$ cat config.mk
export PLATFORM = sky130hd
export DESIGN_NAME = mwm_monitor
export DESIGN_NICKNAME = d
export VERILOG_FILES = /design/src/mwm_monitor.v
export VERILOG_INCLUDE_DIRS = /design/src
export SDC_FILE = /design/constraint.sdc
export NUM_CORES = 1
export LEC_CHECK = 0
export BUFFER_PORTS_ARGS = -buffer_cell sky130_fd_sc_hd__buf_4
export CAP_MARGIN = 20
export CORE_AREA = 10 10 318 320
export DETAILED_ROUTE_END_ITERATION = 10
export DIE_AREA = 0 0 328 330
export MAX_ROUTING_LAYER = met4
export PLACE_DENSITY = 0.53
export RECOVER_POWER = 25
export SKIP_CTS_REPAIR_TIMING = 1
export SLEW_MARGIN = 5
export SYNTH_ARGS = -nofsm -noshare
export SYNTH_HDL_FRONTEND = slang
export SYNTH_SLANG_ARGS = --single-unit
$ cat constraint.sdc
create_clock -name ref_clk_in -period 3.1 [get_ports ref_clk_in]
set_clock_uncertainty 0.1 [all_clocks]
set_input_delay 0.31 -clock ref_clk_in [delete_from_list [all_inputs] [get_ports ref_clk_in]]
set_output_delay 0.31 -clock ref_clk_in [all_outputs]
set_load 0.03 [all_outputs]
$ cat src/mwm_regs.vh
`ifndef MWM_REGS_VH
`define MWM_REGS_VH

// ----------------------------------------------------------------------
// object dictionary indices
// ----------------------------------------------------------------------
`define MWM_IDX_STATUS 16'h6041
`define MWM_IDX_FE_WIN 16'h6065
`define MWM_IDX_FE_TMO 16'h6066
`define MWM_IDX_REACT 16'h3700
`define MWM_IDX_ERR_HIST 16'h1003
`define MWM_IDX_POS_WIN 16'h6067
`define MWM_IDX_POS_DWELL 16'h6068
`define MWM_IDX_VEL_RAMP 16'h606b
`define MWM_IDX_VEL_MEAS 16'h606c
`define MWM_IDX_VEL_WIN 16'h606d
`define MWM_IDX_VEL_DWELL 16'h606e
`define MWM_IDX_ZS_THR 16'h606f
`define MWM_IDX_ZS_DWELL 16'h6070

// ----------------------------------------------------------------------
// reset values
// ----------------------------------------------------------------------
`define MWM_RST_FE_WIN 32'h00000100
`define MWM_RST_FE_TMO 16'h0064
`define MWM_RST_REACT 16'h0000
`define MWM_RST_POS_WIN 32'h0000000a
`define MWM_RST_POS_DWELL 16'h0064
`define MWM_RST_VEL_WIN 16'h001e
`define MWM_RST_VEL_DWELL 16'h0000
`define MWM_RST_ZS_THR 16'h0000
`define MWM_RST_ZS_DWELL 16'h0000
`define MWM_RST_STATUS 16'h1000

// ----------------------------------------------------------------------
// status word bits, special values, modes
// ----------------------------------------------------------------------
`define MWM_SW_TARGET_BIT 10
`define MWM_SW_SPEED_BIT 12
`define MWM_SW_FOLLOW_BIT 13
`define MWM_WIN_OFF 32'hffffffff
`define MWM_MODE_PP 8'h01
`define MWM_MODE_PV 8'h03
`define MWM_MODE_IP 8'h07

// ----------------------------------------------------------------------
// timing: one millisecond tick from a 40 ns clock
// ----------------------------------------------------------------------
`define MWM_TICK_CYCLES 16'h61a8

`endif
$ cat src/mwm_monitor.v
`timescale 1ns/100ps
`default_nettype none
`include "mwm_regs.vh"

module mwm_monitor #(
   parameter [15:0] TICK_CYCLES = `MWM_TICK_CYCLES
)(
   input wire ref_clk_in,
   input wire reset_n_in,
   input wire [7:0] op_mode_in,
   input wire [31:0] position_actual_in,
   input wire [31:0] position_demand_in,
   input wire [31:0] position_target_in,
   input wire [31:0] velocity_ramp_in,
   input wire [31:0] velocity_measured_in,
   input wire [31:0] velocity_setpoint_in,
   input wire [15:0] od_index_in,
   input wire od_rd_in,
   input wire od_wr_in,
   input wire [31:0] od_wdata_in,
   output reg [31:0] od_rdata_out,
   output reg od_ack_out,
   output reg od_err_out,
   output reg [15:0] drive_status_word_out,
   output reg [31:0] velocity_setpoint_out,
   output reg following_error_out,
   output reg error_entry_out,
   output reg [15:0] error_reaction_out
);

   // ----------------------------------------------------------------------
   // helpers
   // ----------------------------------------------------------------------
   function [32:0] mwm_absdiff;
      input [31:0] a;
      input [31:0] b;
      reg [32:0] d;
      begin
         d = {a[31], a} - {b[31], b};
         mwm_absdiff = d[32] ? (33'h000000000 - d) : d;
      end
   endfunction

   // ----------------------------------------------------------------------
   // object dictionary storage
   // ----------------------------------------------------------------------
   reg [31:0] following_error_window_r;
   reg [15:0] following_error_timeout_r;
   reg [15:0] deviation_reaction_select_r;
   reg [7:0] error_history_list_r;
   reg [31:0] position_target_window_r;
   reg [15:0] position_window_dwell_ms_r;
   reg [15:0] velocity_target_window_r;
   reg [15:0] velocity_window_dwell_ms_r;
   reg [15:0] zero_speed_threshold_r;
   reg [15:0] zero_speed_dwell_ms_r;

   wire wr_fe_win = od_wr_in && (od_index_in == `MWM_IDX_FE_WIN);
   wire wr_fe_tmo = od_wr_in && (od_index_in == `MWM_IDX_FE_TMO);
   wire wr_react = od_wr_in && (od_index_in == `MWM_IDX_REACT);
   wire wr_pos_win = od_wr_in && (od_index_in == `MWM_IDX_POS_WIN);
   wire wr_pos_dwell = od_wr_in && (od_index_in == `MWM_IDX_POS_DWELL);
   wire wr_vel_win = od_wr_in && (od_index_in == `MWM_IDX_VEL_WIN);
   wire wr_vel_dwell = od_wr_in && (od_index_in == `MWM_IDX_VEL_DWELL);
   wire wr_zs_thr = od_wr_in && (od_index_in == `MWM_IDX_ZS_THR);
   wire wr_zs_dwell = od_wr_in && (od_index_in == `MWM_IDX_ZS_DWELL);

   always @(posedge ref_clk_in or negedge reset_n_in)
   begin
      if (!reset_n_in)
      begin
         following_error_window_r <= `MWM_RST_FE_WIN;
         following_error_timeout_r <= `MWM_RST_FE_TMO;
         deviation_reaction_select_r <= `MWM_RST_REACT;
         position_target_window_r <= `MWM_RST_POS_WIN;
         position_window_dwell_ms_r <= `MWM_RST_POS_DWELL;
         velocity_target_window_r <= `MWM_RST_VEL_WIN;
         velocity_window_dwell_ms_r <= `MWM_RST_VEL_DWELL;
         zero_speed_threshold_r <= `MWM_RST_ZS_THR;
         zero_speed_dwell_ms_r <= `MWM_RST_ZS_DWELL;
      end
      else
      begin
         if (wr_fe_win)
            following_error_window_r <= od_wdata_in;
         if (wr_fe_tmo)
            following_error_timeout_r <= od_wdata_in[15:0];
         if (wr_react)
            deviation_reaction_select_r <= od_wdata_in[15:0];
         if (wr_pos_win)
            position_target_window_r <= od_wdata_in;
         if (wr_pos_dwell)
            position_window_dwell_ms_r <= od_wdata_in[15:0];
         if (wr_vel_win)
            velocity_target_window_r <= od_wdata_in[15:0];
         if (wr_vel_dwell)
            velocity_window_dwell_ms_r <= od_wdata_in[15:0];
         if (wr_zs_thr)
            zero_speed_threshold_r <= od_wdata_in[15:0];
         if (wr_zs_dwell)
            zero_speed_dwell_ms_r <= od_wdata_in[15:0];
      end
   end

   // ----------------------------------------------------------------------
   // millisecond tick
   // ----------------------------------------------------------------------
   reg [15:0] tick_cnt_r;
   reg tick_r;

   always @(posedge ref_clk_in or negedge reset_n_in)
   begin
      if (!reset_n_in)
      begin
         tick_cnt_r <= 16'h0000;
         tick_r <= 1'b0;
      end
      else if (tick_cnt_r == (TICK_CYCLES - 16'h0001))
      begin
         tick_cnt_r <= 16'h0000;
         tick_r <= 1'b1;
      end
      else
      begin
         tick_cnt_r <= tick_cnt_r + 16'h0001;
         tick_r <= 1'b0;
      end
   end

   // ----------------------------------------------------------------------
   // window conditions
   // ----------------------------------------------------------------------
   wire [32:0] fe_dev = mwm_absdiff(position_actual_in, position_demand_in);
   wire [32:0] pos_dev = mwm_absdiff(position_actual_in, position_target_in);
   wire [32:0] vel_dev = mwm_absdiff(velocity_measured_in, velocity_setpoint_in);
   wire [32:0] vel_mag = mwm_absdiff(velocity_measured_in, 32'h00000000);
   wire mode_pos = (op_mode_in == `MWM_MODE_PP) || (op_mode_in == `MWM_MODE_IP);
   wire mode_pv = (op_mode_in == `MWM_MODE_PV);

   wire [3:0] cond;
   wire [63:0] limit;
   wire [3:0] done;

   // deviation above window, all ones turns the check off
   assign cond[0] = (following_error_window_r != `MWM_WIN_OFF) &&
                    (fe_dev > {1'b0, following_error_window_r});
   // symmetric position window in position modes only
   assign cond[1] = mode_pos && (position_target_window_r != `MWM_WIN_OFF) &&
                    (pos_dev < {1'b0, position_target_window_r});
   assign cond[2] = mode_pv && (vel_dev < {17'h00000, velocity_target_window_r});
   assign cond[3] = mode_pv && (vel_mag > {17'h00000, zero_speed_threshold_r});

   assign limit = {zero_speed_dwell_ms_r, velocity_window_dwell_ms_r,
                   position_window_dwell_ms_r, following_error_timeout_r};

   // ----------------------------------------------------------------------
   // dwell timers
   // ----------------------------------------------------------------------
   genvar gi;
   generate
      for (gi = 0; gi < 4; gi = gi + 1)
      begin : g_dwell
         reg [16:0] cnt_r;
         always @(posedge ref_clk_in or negedge reset_n_in)
         begin
            if (!reset_n_in)
               cnt_r <= 17'h00000;
            else if (!cond[gi])
               cnt_r <= 17'h00000;
            else if (tick_r && (cnt_r != 17'h1ffff))
               cnt_r <= cnt_r + 17'h00001;
         end
         // threshold dwell only has to reach its limit, window dwells must pass it
         if (gi == 3)
         begin : g_ge
            assign done[gi] = cond[gi] && (cnt_r >= {1'b0, limit[gi*16 +: 16]});
         end
         else
         begin : g_gt
            assign done[gi] = cond[gi] && (cnt_r > {1'b0, limit[gi*16 +: 16]});
         end
      end
   endgenerate

   // ----------------------------------------------------------------------
   // status word and error reaction
   // ----------------------------------------------------------------------
   reg [15:0] status_nxt;

   always @*
   begin
      status_nxt = 16'h0000;
      status_nxt[`MWM_SW_FOLLOW_BIT] = done[0];
      status_nxt[`MWM_SW_TARGET_BIT] = done[1] | done[2];
      // cleared only while speed is confirmed nonzero
      status_nxt[`MWM_SW_SPEED_BIT] = ~done[3];
   end

   // an error entry is made once per rising edge of the following error flag while the reaction select is nonzero
   wire fe_rise = done[0] && !following_error_out;

   always @(posedge ref_clk_in or negedge reset_n_in)
   begin
      if (!reset_n_in)
      begin
         drive_status_word_out <= `MWM_RST_STATUS;
         following_error_out <= 1'b0;
         error_entry_out <= 1'b0;
         error_reaction_out <= 16'h0000;
         error_history_list_r <= 8'h00;
         velocity_setpoint_out <= 32'h00000000;
      end
      else
      begin
         drive_status_word_out <= status_nxt;
         following_error_out <= done[0];
         // ramp output feeds the velocity controller
         velocity_setpoint_out <= velocity_ramp_in;
         // reaction and history entry only when configured
         error_entry_out <= fe_rise && (deviation_reaction_select_r != 16'h0000);
         if (fe_rise && (deviation_reaction_select_r != 16'h0000))
         begin
            error_reaction_out <= deviation_reaction_select_r;
            if (error_history_list_r != 8'hff)
               error_history_list_r <= error_history_list_r + 8'h01;
         end
      end
   end

   // ----------------------------------------------------------------------
   // object dictionary read and answer
   // ----------------------------------------------------------------------
   reg [31:0] rd_nxt;
   reg hit_nxt;
   reg ro_nxt;

   always @*
   begin
      rd_nxt = 32'h00000000;
      hit_nxt = 1'b1;
      ro_nxt = 1'b0;
      case (od_index_in)
         `MWM_IDX_STATUS:
         begin
            rd_nxt = {16'h0000, drive_status_word_out};
            ro_nxt = 1'b1;
         end
         `MWM_IDX_FE_WIN: rd_nxt = following_error_window_r;
         `MWM_IDX_FE_TMO: rd_nxt = {16'h0000, following_error_timeout_r};
         `MWM_IDX_REACT: rd_nxt = {16'h0000, deviation_reaction_select_r};
         `MWM_IDX_ERR_HIST:
         begin
            rd_nxt = {24'h000000, error_history_list_r};
            ro_nxt = 1'b1;
         end
         `MWM_IDX_POS_WIN: rd_nxt = position_target_window_r;
         `MWM_IDX_POS_DWELL: rd_nxt = {16'h0000, position_window_dwell_ms_r};
         // demand value is the ramp output
         `MWM_IDX_VEL_RAMP:
         begin
            rd_nxt = velocity_ramp_in;
            ro_nxt = 1'b1;
         end
         `MWM_IDX_VEL_MEAS:
         begin
            rd_nxt = velocity_measured_in;
            ro_nxt = 1'b1;
         end
         `MWM_IDX_VEL_WIN: rd_nxt = {16'h0000, velocity_target_window_r};
         `MWM_IDX_VEL_DWELL: rd_nxt = {16'h0000, velocity_window_dwell_ms_r};
         `MWM_IDX_ZS_THR: rd_nxt = {16'h0000, zero_speed_threshold_r};
         `MWM_IDX_ZS_DWELL: rd_nxt = {16'h0000, zero_speed_dwell_ms_r};
         default: hit_nxt = 1'b0;
      endcase
   end

   always @(posedge ref_clk_in or negedge reset_n_in)
   begin
      if (!reset_n_in)
      begin
         od_rdata_out <= 32'h00000000;
         od_ack_out <= 1'b0;
         od_err_out <= 1'b0;
      end
      else
      begin
         od_ack_out <= od_rd_in | od_wr_in;
         // unknown index, or a write to a read-only object, is refused
         od_err_out <= (od_rd_in | od_wr_in) && (!hit_nxt || (od_wr_in && ro_nxt));
         od_rdata_out <= (od_rd_in && hit_nxt) ? rd_nxt : 32'h00000000;
      end
   end

endmodule

`default_nettype wire

==> results.cfg <==
[run_status]
status = finished with violations
violations = design-rule violations, negative hold slack, max-capacitance violations, max-slew violations, negative setup slack

[logic_synthesis]
ys_warn_count = 0
synth-async-reset-ratio_pct = 100
ys_ff_latch = 355
syn_inst = 3187
syn-cell-area_um2 = 28200
syn_area_per_cell_um2 = 8.84
synth_enable_flop_cells = 0
synth_cell_types = 89
ys_seq_area_share_pct = 31.6
synthFlopType = dfrtp_1

[place]
io_buffers = 338
placed_cells = 5444
globalplace.congestion = 0.920
dp_hpwl_mm = 91.8
placed_area_um2 = 38300
place_ws_ps = -3050

[detailed_routing]
vias = 28274
first_pass_iters = 11
met1_length_mm = 50.0
route.top_layer_used = met4
met3_wirelength_mm = 5.09
wl_per_cell_um = 20.2
postRouteAntennaNets = 0
wl_met2_mm = 55.4
wirelength_mm = 113
vias_per_cell = 5.02
drc = 3
initialDrtViolationCount = 1770

[layout]
fin_nets = 4840
stdcell_count = 5627
n_fill_cell = 9375
final_cell_area_um2 = 41700
drive_above_1_share_pct = 37.2
area_growth_pct = 48.1

[sta]
post-route-period-util_pct = 166
worst_slew_pin_slew_ps = 2080
setup_slack_ps = -2050
rsz0062_at_grt = yes
slew_headroom_pct = -38.4
hold_viol = 2
period_needed_ps = 5150
maxSlewViolCount = 70
timing.hold.ws_ps = -14.7
fmax_mhz = 194
setup_violations = 96

[power]
p_seq_share_pct = 29.5
power_frac_comb_pct = 37.1
swShare_pct = 32.7
irDropWorstVdd_uv = 395
p_per_area_nw_per_um2 = 379
power.net_switching_w = 0.00518
clkPwrFrac_pct = 33.4
leakage_nw = 19.5
p_int_w = 0.0107

[setup_path]
crit_path_max_fanout = 6
cp_slowest_cell = a2111oi_4
reg2reg_from = velocity_target_window_r[1]
cp-startpoint = position_demand_in[6]
regToRegSetupSlack_ps = -490
critPathKind = in -> reg
end_kind = flop
startpoint_type = input pin
r2r_cells = 14
required_ps = 3490
crit_path_max_incr_delay_ps = 470
crit_path_end = error_reaction_out[1]
r2r-end = g_dwell[2].cnt_r[16]
crit_arrival_ps = 5540

[cts]
cts_buffers = 43
clk_path_buf_depth = 3
cts_htree_levels = 2
cts_root_buffer = clkbuf_16
cts_tree = done
clkSinkCount = 355
clkLatencyLatePin_ps = 610
clk_pin_slew_ps = 60

[global_routing]
grt_pass1_vias = 28004
grt_max_degree = 72
antenna_found_initial = 13
gr-total-overflow = 0
track_usage_pct = 20.2
grt_pass1_wl_mm = 167

[run]
cap_violations = 1

[floorplan]
dieWidth_um = 328
rows = 113
die_y_um = 330
dieArea_um2 = 108000
start_util_pct = 29.8
core_area_um2 = 94600
io_pins = 352

[hold_path]
hold_class = in -> reg
min_from = od_wdata_in[9]
layer usage:
metal | vias to the layer above | global-route usage [%]
met5 | - | -
met4 | 0 | 5.47
met3 | 137 | 2.52
met2 | 707 | 33.9
met1 | 13637 | 25.5
li1 | 13793 | -
logic make-up (layout without fill, tap and decap cells):
logic type / Yosys count / after routing / share of synthesized area [%]
other cells: 1 / 24 / 0.0133
mux: 216 / 216 / 8.49
xor+xnor: 235 / 235 / 7.31
flops: 355 / 355 / 31.6
simple gates: 975 / 975 / 17.3
compound gates: 725 / 727 / 17.4
buf+inv: 409 / 1559 / 5.74
fa+ha+maj: 271 / 271 / 12.1
worst min-delay path by stage:
stage | end | slack, ps | cells past startpoint
3_5_place_dp | error_reaction_out[0] | 240 | 1
2_1_floorplan | deviation_reaction_select_r[0] | -90 | 0
5_1_grt | position_target_window_r[9] | 0.5 | 2
6_report | zero_speed_dwell_ms_r[9] | -10 | 3
3_3_place_gp | error_reaction_out[0] | 240 | 1
4_1_cts | zero_speed_dwell_ms_r[4] | -410 | 1
sequential cells by signal, summed over array words and instances (netlist names):
name,count
error_entry_out,1
zero_speed_dwell_ms_r,16
deviation_reaction_select_r,16
zero_speed_threshold_r,16
following_error_timeout_r,16
drive_status_word_out,3
tick_r,1
od_rdata_out,32
velocity_target_window_r,16
tick_cnt_r,16
position_window_dwell_ms_r,16
od_err_out,1
error_history_list_r,8
following_error_window_r,32
g_dwell.cnt_r,68
velocity_setpoint_out,32
velocity_window_dwell_ms_r,16
od_ack_out,1
error_reaction_out,16
position_target_window_r,32
Yosys cell counts, types with 85 or more instances:
library cell / n / area [um^2]
a21oi_1: 174 / 871
clkbuf_1: 85 / 319
dfrtp_1: 341 / 8530
ha_1: 268 / 3350
inv_1: 294 / 1100
mux2_2: 183 / 2060
nand2_1: 266 / 998
nand4_1: 87 / 544
nor2_1: 227 / 852
o21ai_0: 138 / 691
xnor2_1: 129 / 1130
xor2_1: 106 / 928
power by group through the flow:
stage          Sequential, W  Combinational (W)  Clock, W
2_1_floorplan        0.00480            0.00278         0
3_3_place_gp         0.00475            0.00538         0
3_5_place_dp         0.00475            0.00542         0
4_1_cts              0.00467            0.00544   0.00540
5_1_grt              0.00466            0.00647   0.00559
6_report             0.00467            0.00588   0.00529
worst max-delay path, delay by kind of cell:
kind,cells,cell delay (ps)
AND/OR/NAND/NOR,4,860
buffers and inverters,6,810
adder cells (fa/ha/maj),2,440
multiplexers,1,290
AO/OA/AOI/OAI,15,2820
layout make-up:
class	instances	area [um^2]	share of cell area [%]
Sequential cell	355	8900	21.3
Clock buffer	61	1250	3.00
Timing Repair Buffer	1186	9460	22.7
Multi-Input combinational cell	2437	19100	45.8
Inverter	294	1150	2.76
Clock inverter	18	223	0.534
Tap cell	1265	1580	3.79
Antenna cell	11	27.5	0.0660
through the flow:
stage | power, W | hold WS, ps | utilization [%] | setup TNS (ps)
after floorplan | 0.00758 | -85.6 | - | -157370
after global placement | 0.0101 | 240 | 40.5 | -241190
after detailed placement | 0.0102 | 245 | 40.5 | -248970
after CTS | 0.0155 | -412 | 42.0 | -173220
after global routing | 0.0167 | 0.466 | 44.1 | -174420
final | 0.0158 | -14.7 | 44.1 | -152820
cells in the final DEF, fill, tap and decap left out, types with 33 or more instances in the layout:
| cell | Yosys | routed |
|---|---|---|
| buf_4 | 14 | 1037 |
| dfrtp_1 | 341 | 341 |
| inv_1 | 294 | 284 |
| nand2_1 | 266 | 258 |
| ha_1 | 268 | 254 |
| nor2_1 | 227 | 176 |
| mux2_2 | 183 | 166 |
| a21oi_1 | 174 | 152 |
| xnor2_1 | 129 | 123 |
| o21ai_0 | 138 | 121 |
| xor2_1 | 106 | 104 |
| nand4_1 | 87 | 87 |
| nand3_1 | 79 | 77 |
| a21o_1 | 64 | 63 |
| dlygate4sd3_1 | 0 | 60 |
| o21a_1 | 54 | 53 |
| clkbuf_16 | 0 | 49 |
| nor3_1 | 52 | 40 |
| nor2b_1 | 40 | 35 |
| and3_1 | 37 | 34 |
| nor2_2 | 1 | 34 |
| clkbuf_1 | 85 | 33 |
Note: power is estimated with default switching activity, not from simulation.
